--- config.mk ---
export PLATFORM = sky130hd
export DESIGN_NAME = srr_regbank
export DESIGN_NICKNAME = d
export VERILOG_FILES = /design/src/srr_regbank.sv /design/src/srr_hold.sv
export SDC_FILE = /design/constraint.sdc
export NUM_CORES = 1
export LEC_CHECK = 0
export ABC_AREA = 1
export BUFFER_PORTS_ARGS = -buffer_cell sky130_fd_sc_hd__buf_4
export CORE_AREA = 2 2 227 229
export CTS_CLUSTER_DIAMETER = 60
export CTS_CLUSTER_SIZE = 10
export DETAILED_ROUTE_END_ITERATION = 8
export DIE_AREA = 0 0 229 231
export GPL_ROUTABILITY_DRIVEN = 0
export PLACE_DENSITY = 0.69
export SLEW_MARGIN = 5
export SYNTH_ARGS = -nofsm -noshare
export SYNTH_HDL_FRONTEND = slang
export SYNTH_SLANG_ARGS = --single-unit
export TNS_END_PERCENT = 100
--- constraint.sdc ---
create_clock -name clk_sys -period 10 [get_ports clk_sys]
set_input_delay 3 -clock clk_sys [delete_from_list [all_inputs] [get_ports clk_sys]]
set_output_delay 3 -clock clk_sys [all_outputs]
set_load 0.005 [all_outputs]
--- src/srr_regbank.sv ---
// ============================================================
// Shared constants and types.
package srr_pkg;

	// Every register group is six bytes wide.
	localparam int GRP_W = 48;
	localparam int RES_W = 16;
	localparam int CELLS = 16;
	localparam int STC_W = 32;
	localparam int STD_W = 40;

	// Cell group base bit positions in the flat cell vector.
	localparam int CVA_LSB = 0;
	localparam int CVB_LSB = 48;
	localparam int CVC_LSB = 96;
	localparam int CVD_LSB = 144;
	localparam int CVF_LSB = 240;

	// Writable bits of the configuration groups, byte 5 leftmost.
	localparam logic [47:0] CFGA_WMASK = 48'h0F_03_FF_F8_FF_87;
	localparam logic [47:0] CFGB_WMASK = 48'hFF_FF_FF_FF_FF_FF;
	localparam logic [47:0] CFGA_RST   = 48'h00_00_00_00_00_00;
	localparam logic [47:0] CFGB_RST   = 48'h00_00_00_00_00_00;

	// Status bits of configuration group A byte 5.
	localparam int CFGA_FREEZE_BIT = 45;
	localparam int CFGA_MUTE_BIT   = 44;

	// Bytes that read as all ones in the sixth cell group.
	localparam logic [31:0] CVF_FILL = 32'hFFFF_FFFF;

	// Decoded commands as delivered by the link front end.
	typedef enum logic [4:0] {
		SRR_OP_NONE,
		SRR_OP_SNAP,
		SRR_OP_UNSNAP,
		SRR_OP_RET_UNLOCK,
		SRR_OP_RET_WRITE,
		SRR_OP_RET_READ,
		SRR_OP_RD_SERIAL,
		SRR_OP_WR_CFGA,
		SRR_OP_RD_CFGA,
		SRR_OP_WR_CFGB,
		SRR_OP_RD_CFGB,
		SRR_OP_RD_CVA,
		SRR_OP_RD_CVB,
		SRR_OP_RD_CVC,
		SRR_OP_RD_CVD,
		SRR_OP_RD_CVF,
		SRR_OP_RD_STC,
		SRR_OP_RD_STD,
		SRR_OP_CLR_FLAGS
	} srr_op_t;

	typedef enum logic {
		SRR_LIVE,
		SRR_HELD
	} srr_frz_t;

endpackage

module srr_regbank #(
	parameter int          CNT_W     = 6,
	// Arbitrary neutral serial number.
	parameter logic [47:0] SERIAL_ID = 48'h5A5A_0000_0001
) (
	// Clock and reset.
	input  wire logic                                  clk_sys,
	input  wire logic                                  rst_b,
	// Decoded command from the link.
	input  wire logic                                  cmd_vld,
	input  wire srr_pkg::srr_op_t                      cmd_op,
	input  wire logic [srr_pkg::GRP_W-1:0]             cmd_data,
	input  wire logic                                  cmd_pec_ok,
	// Read answer to the link.
	output logic                                       rsp_vld,
	output logic [srr_pkg::GRP_W-1:0]                  rsp_data,
	// Measurement side.
	input  wire logic [srr_pkg::CELLS*srr_pkg::RES_W-1:0] cell_res,
	input  wire logic                                  cell_upd,
	input  wire logic                                  cont_mode,
	input  wire logic                                  redund_en,
	input  wire logic [srr_pkg::STC_W-1:0]             stc_live,
	input  wire logic [srr_pkg::STD_W-1:0]             alert_set,
	input  wire logic                                  discharge_mute_state,
	// Control outputs.
	output logic [srr_pkg::GRP_W-1:0]                  cfga,
	output logic [srr_pkg::GRP_W-1:0]                  cfgb,
	output logic [srr_pkg::GRP_W-1:0]                  retention,
	output logic                                       frozen,
	output logic                                       filter_feed_en,
	output logic                                       redund_cmp_en,
	output logic [CNT_W-1:0]                           cmd_cnt
);
	import srr_pkg::*;

	// ============================================================
	// Freeze state.
	srr_frz_t frz_q;
	logic     frz_now;

	assign frz_now = (frz_q == SRR_HELD);

	always_ff @(posedge clk_sys or negedge rst_b) begin
		if (!rst_b) begin
			frz_q <= SRR_LIVE;
		end else if (cmd_vld) begin
			case (frz_q)
				SRR_LIVE: begin
					if (cmd_op == SRR_OP_SNAP) begin
						frz_q <= SRR_HELD;
					end
				end
				SRR_HELD: begin
					// A second snapshot falls through and changes nothing.
					if (cmd_op == SRR_OP_UNSNAP) begin
						frz_q <= SRR_LIVE;
					end
				end
				default: begin
					frz_q <= SRR_LIVE;
				end
			endcase
		end
	end

	always_ff @(posedge clk_sys or negedge rst_b) begin
		if (!rst_b) begin
			frozen <= 1'b0;
		end else begin
			frozen <= (frz_q == SRR_HELD);
		end
	end

	// ============================================================
	// Command counter.
	always_ff @(posedge clk_sys or negedge rst_b) begin
		if (!rst_b) begin
			cmd_cnt <= '0;
		end else if (cmd_vld) begin
			// Every accepted command counts, snapshot and release included.
			cmd_cnt <= cmd_cnt + 1'b1;
		end
	end

	// ============================================================
	// Converter paths that keep running under the freeze.
	always_ff @(posedge clk_sys or negedge rst_b) begin
		if (!rst_b) begin
			filter_feed_en <= 1'b0;
			redund_cmp_en  <= 1'b0;
		end else begin
			// The freeze only gates the visible registers, not these.
			filter_feed_en <= cont_mode;
			redund_cmp_en  <= redund_en;
		end
	end

	// ============================================================
	// Frozen result registers.
	logic [CELLS*RES_W-1:0] cell_q;
	logic [STC_W-1:0]       stc_q;
	logic [STD_W-1:0]       std_q;
	logic [STD_W-1:0]       alert_acc_q;

	srr_hold #(
		.W (CELLS*RES_W)
	) u_cell_hold (
		.clk_sys (clk_sys),
		.rst_b   (rst_b),
		.live    (cell_res),
		.upd     (cell_upd),
		.frozen  (frz_now),
		.held_q  (cell_q)
	);

	srr_hold #(
		.W (STC_W)
	) u_stc_hold (
		.clk_sys (clk_sys),
		.rst_b   (rst_b),
		.live    (stc_live),
		.upd     (1'b1),
		.frozen  (frz_now),
		.held_q  (stc_q)
	);

	// Flags keep collecting behind the freeze; the visible copy catches up
	// in the first cycle after release. A set in the clear cycle survives.
	always_ff @(posedge clk_sys or negedge rst_b) begin
		if (!rst_b) begin
			alert_acc_q <= '0;
		end else if (cmd_vld && cmd_op == SRR_OP_CLR_FLAGS) begin
			alert_acc_q <= alert_set;
		end else begin
			alert_acc_q <= alert_acc_q | alert_set;
		end
	end

	srr_hold #(
		.W (STD_W)
	) u_std_hold (
		.clk_sys (clk_sys),
		.rst_b   (rst_b),
		.live    (alert_acc_q),
		.upd     (1'b1),
		.frozen  (frz_now),
		.held_q  (std_q)
	);

	// ============================================================
	// Configuration groups.
	always_ff @(posedge clk_sys or negedge rst_b) begin
		if (!rst_b) begin
			cfga <= CFGA_RST;
		end else if (cmd_vld && cmd_op == SRR_OP_WR_CFGA) begin
			// Constant-zero and status bits never store a written value.
			cfga <= cmd_data & CFGA_WMASK;
		end
	end

	always_ff @(posedge clk_sys or negedge rst_b) begin
		if (!rst_b) begin
			cfgb <= CFGB_RST;
		end else if (cmd_vld && cmd_op == SRR_OP_WR_CFGB) begin
			cfgb <= cmd_data & CFGB_WMASK;
		end
	end

	// ============================================================
	// Retention group.
	logic ret_unlock_q;

	always_ff @(posedge clk_sys or negedge rst_b) begin
		if (!rst_b) begin
			ret_unlock_q <= 1'b0;
		end else if (cmd_vld) begin
			// Unlock lasts exactly one following command.
			ret_unlock_q <= (cmd_op == SRR_OP_RET_UNLOCK);
		end
	end

	// No reset here: the contents must outlive sleep and system resets.
	always_ff @(posedge clk_sys) begin
		if (cmd_vld && cmd_op == SRR_OP_RET_WRITE && ret_unlock_q) begin
			// The data check result is deliberately not consulted.
			retention <= cmd_data;
		end
	end

	// ============================================================
	// Read answers.
	logic [GRP_W-1:0] cfga_rd;
	logic [GRP_W-1:0] rd_d;
	logic             rd_hit;

	always_comb begin
		cfga_rd                  = cfga;
		cfga_rd[CFGA_FREEZE_BIT] = frz_now;
		cfga_rd[CFGA_MUTE_BIT]   = discharge_mute_state;
	end

	always_comb begin
		rd_d   = '0;
		rd_hit = 1'b1;
		case (cmd_op)
			SRR_OP_RET_READ:  rd_d = retention;
			SRR_OP_RD_SERIAL: rd_d = SERIAL_ID;
			SRR_OP_RD_CFGA:   rd_d = cfga_rd;
			SRR_OP_RD_CFGB:   rd_d = cfgb;
			SRR_OP_RD_CVA:    rd_d = cell_q[CVA_LSB +: GRP_W];
			SRR_OP_RD_CVB:    rd_d = cell_q[CVB_LSB +: GRP_W];
			SRR_OP_RD_CVC:    rd_d = cell_q[CVC_LSB +: GRP_W];
			SRR_OP_RD_CVD:    rd_d = cell_q[CVD_LSB +: GRP_W];
			SRR_OP_RD_CVF:    rd_d = {CVF_FILL, cell_q[CVF_LSB +: RES_W]};
			SRR_OP_RD_STC:    rd_d = {{(GRP_W-STC_W){1'b0}}, stc_q};
			SRR_OP_RD_STD:    rd_d = {{(GRP_W-STD_W){1'b0}}, std_q};
			default:          rd_hit = 1'b0;
		endcase
	end

	always_ff @(posedge clk_sys or negedge rst_b) begin
		if (!rst_b) begin
			rsp_vld  <= 1'b0;
			rsp_data <= '0;
		end else begin
			rsp_vld <= cmd_vld && rd_hit;
			if (cmd_vld && rd_hit) begin
				// Reserved bits travel as read so the link checks them too.
				rsp_data <= rd_d;
			end
		end
	end

endmodule // srr_regbank

--- src/srr_hold.sv ---
// ============================================================
// Result register that loads its source when upd is set unless frozen.
module srr_hold #(
	parameter int W = 16
) (
	// Clock and reset.
	input  wire logic         clk_sys,
	input  wire logic         rst_b,
	// Source and control.
	input  wire logic [W-1:0] live,
	input  wire logic         upd,
	input  wire logic         frozen,
	// Visible value.
	output logic      [W-1:0] held_q
);

	always_ff @(posedge clk_sys or negedge rst_b) begin
		if (!rst_b) begin
			held_q <= '0;
		end else if (upd && !frozen) begin
			held_q <= live;
		end
	end

endmodule // srr_hold

==> results.txt <==
Dpl hpwl: 52.4 mm
Sequential-to-total area share from yosys stat: 0.576
Critical path class: primary input to register
Clk sinks: 507
Final Hold Vio Count: 0
Yosys cell types: 31
Crit path from: cmd_op[3]
Routed WL: 76.7 mm
Setup bufs post-CTS: 0
Die H: 231 um
Reg-to-reg slack, setup: 6.25 ns
I/O Buffers: 524
DR WL/cell: 21.8 um
Cts repair resizes: 0
First-pass GRT wire length: 113 mm
Total Power: 5.77 mW
Worst r2r path cells: 4
Drt drc: 0
CTS tree: yes
CP endpoint kind: register
Cts hold-fix bufs: 0
Critical path launch point type: primary input
Die width: 229 um
Power per cell area: 203 mW/mm^2
TNS Setup: 0 ns
Status: complete, no violations
Critical path peak fanout: 74
Worst EP arrival: 6.68 ns
Longest Clk Path Bufs: 3
Final Setup Violations: 0
# Max-Cap Violations: 0
Synthesized area: 0.0224 sq mm
Clock H-tree levels: 2
Largest net degree at the start of global routing: 159
FMAX: 163 MHz
Fin crit share: 0.615
Layout cell share with drive strength beyond 1: 0.300
Clk_lat worst skew: 0.60 ns
Post-Syn Area per Cell: 9.58 sq um
Row Count: 83
Worst setup margin: 3.85 ns
Detailed Routing Iterations Pass 1: 5
Worst slew pin tran: 1.23 ns
Pleak: 14.5 nW
Fillcell total: 4,506
Worst min-delay path category: register to register
Vias in the first global route: 18,400
Worst-path clk slew: 0.06 ns
Slew HR: 0.179
RSZ-0062 raised after global routing: false
Peak VDD IR: 0.139 mV
Vias: 18,800
Area growth, synth to finish: 27.0%
CP Capture Point: rsp_data[23]$_DFFE_PN0P_
# IOs: 591
Syn. warnings: 0
Crit path time final: 6.15 ns
GRT Util Overall: 0.283
Num CTS Buffers: 58
Mapped Cells: 2,343
Crit path required time: 10.54 ns
Core area: 0.0507 sq mm
R2R Path Start: frz_now$_DFFE_PN0P_
Total grt overflow: 0
Number of synthesized register bits: 507
R2r endpoint: u_cell_hold.held_q[100]$_DFFE_PN0P_
Nets: 3,192
Final Slew Violations: 0
Clock Tree Root: clkbuf_16
Final ANT Viol Nets: 0
Drt first-iter violations: 1,543
Vias/cell: 5.32
Die footprint: 0.0529 sq mm
Post-route clock skew: 0.0131 ns
Initial antenna violation count: 18
Starting Density: 0.443
Pre-CTS setup slack: 3.24 ns
==> registers in the layout (all words and copies together), names as in the netlist <==
signal              flops
cmd_cnt                 6
u_std_hold.held_q      40
redund_cmp_en           1
u_stc_hold.held_q      32
u_cell_hold.held_q    208
cfgb                   48
frz_now                 1
rsp_data               48
retention              48
ret_unlock_q            1
cfga                   31
frozen                  1
filter_feed_en          1
rsp_vld                 1
alert_acc_q            40
==> per-stage QoR <==
stage / std cells / utilization / hold slack (ns) / cell area, sq um
4_1_cts: 3514 / 0.562 / 0.480 / 28500
3_3_place_gp: 3422 / 0.529 / 0.462 / 26800
2_1_floorplan: 2359 / - / 0.349 / 22500
3_5_place_dp: 3422 / 0.529 / 0.465 / 26800
5_1_grt: 3525 / 0.562 / 0.492 / 28500
6_report: 3525 / 0.562 / 0.482 / 28500
==> how the worst min path moves through the flow <==
stage	end	startpoint	slack [ns]	cells after the start
4_1_cts	u_stc_hold.held_q[20]$_DFFE_PN0N_	u_stc_hold.held_q[20]$_DFFE_PN0N_	0.48	2
6_report	u_stc_hold.held_q[22]$_DFFE_PN0N_	u_stc_hold.held_q[22]$_DFFE_PN0N_	0.48	2
2_1_floorplan	frozen$_DFF_PN0_	frz_now$_DFFE_PN0P_	0.35	0
3_5_place_dp	u_stc_hold.held_q[20]$_DFFE_PN0N_	u_stc_hold.held_q[20]$_DFFE_PN0N_	0.46	2
3_3_place_gp	cmd_cnt[5]$_DFFE_PN0P_	cmd_cnt[5]$_DFFE_PN0P_	0.46	1
5_1_grt	u_stc_hold.held_q[16]$_DFFE_PN0N_	u_stc_hold.held_q[16]$_DFFE_PN0N_	0.49	2
==> synth_stat cells (all sizes together) <==
cell    instances  area (sq um)
buf           106           567
conb            1          3.75
o21bai         40           300
nor2          142           562
o21ai         110           551
xor2            3          26.3
nand3         186           931
ha              1          12.5
o211ai          1          7.51
inv           129           484
o31ai           1          7.51
o22ai           1          6.26
nand4          92           576
dfrtp         459         11500
edfxtp         48          1440
xnor2           2          17.5
nor3            5          25.0
clkbuf         57           214
nand2         730          2750
nor4            1          6.26
a21oi          16          83.8
mux2          212          2390
==> layout by cell type (no fill, tap or decap), drive strengths merged <==
cell	n
nand2	730
o211ai	1
conb	17
clkbuf	89
mux2	212
nor4	1
nand4	92
xor2	3
o21ai	110
o21bai	40
clkinvlp	2
nor3	5
a21oi	16
nand3	186
edfxtp	48
o22ai	1
nor2	142
buf	546
diode	11
xnor2	2
dfrtp	459
o31ai	1
inv	130
ha	1
==> where the power goes <==
| part | total [mW] | switching [mW] | internal [mW] |
|---|---|---|---|
| combinational | 1.03 | 0.480 | 0.546 |
| sequential | 2.81 | 0.294 | 2.52 |
| clock | 1.94 | 0.827 | 1.11 |
==> per-layer routing <==
metal | vias to the layer above | track usage | routed length [um] | part of all wire
li1 | 8576 | - | - | -
met4 | 14 | 0.110 | 2610 | 0.034
met5 | - | 0 | 90 | 0.0012
met2 | 754 | 0.477 | 37700 | 0.49
met1 | 9257 | 0.361 | 30700 | 0.40
met3 | 161 | 0.0569 | 5600 | 0.073
==> critical path, cell delays in order <==
cell	delay (ns)
buf_4	0.68
nand2_1	0.21
nor2_4	0.13
buf_4	0.67
nand2_1	0.29
nand2_1	0.14
nor2_1	0.09
a21oi_4	0.65
buf_4	0.53
nand2_1	0.11
nand2_1	0.09
==> cell type report <==
class	instances	area, sq um	share of cell area
Sequential cell	507	12900	0.454
Multi-Input combinational cell	1560	8390	0.295
Timing Repair Buffer	546	4140	0.145
Clock buffer	89	1640	0.0575
Tap cell	680	851	0.0299
Inverter	129	484	0.0170
Antenna cell	11	27.5	0.000966
Clock inverter	3	23.8	0.000834
==> kinds of logic (layout without fill, tap and decap cells) <==
logic type               count (synthesis)  after routing  synth area share
AND/OR/NAND/NOR                       1156           1156             0.216
flip-flops                             507            507             0.576
buffers and inverters                  292            767            0.0564
multiplexers                           212            212             0.106
AO/OA/AOI/OAI                          169            169            0.0426
XOR/XNOR                                 5              5           0.00195
adder cells (fa/ha/maj)                  1              1          0.000557
other                                    1             28          0.000167
(Power assumes the default switching activity.)
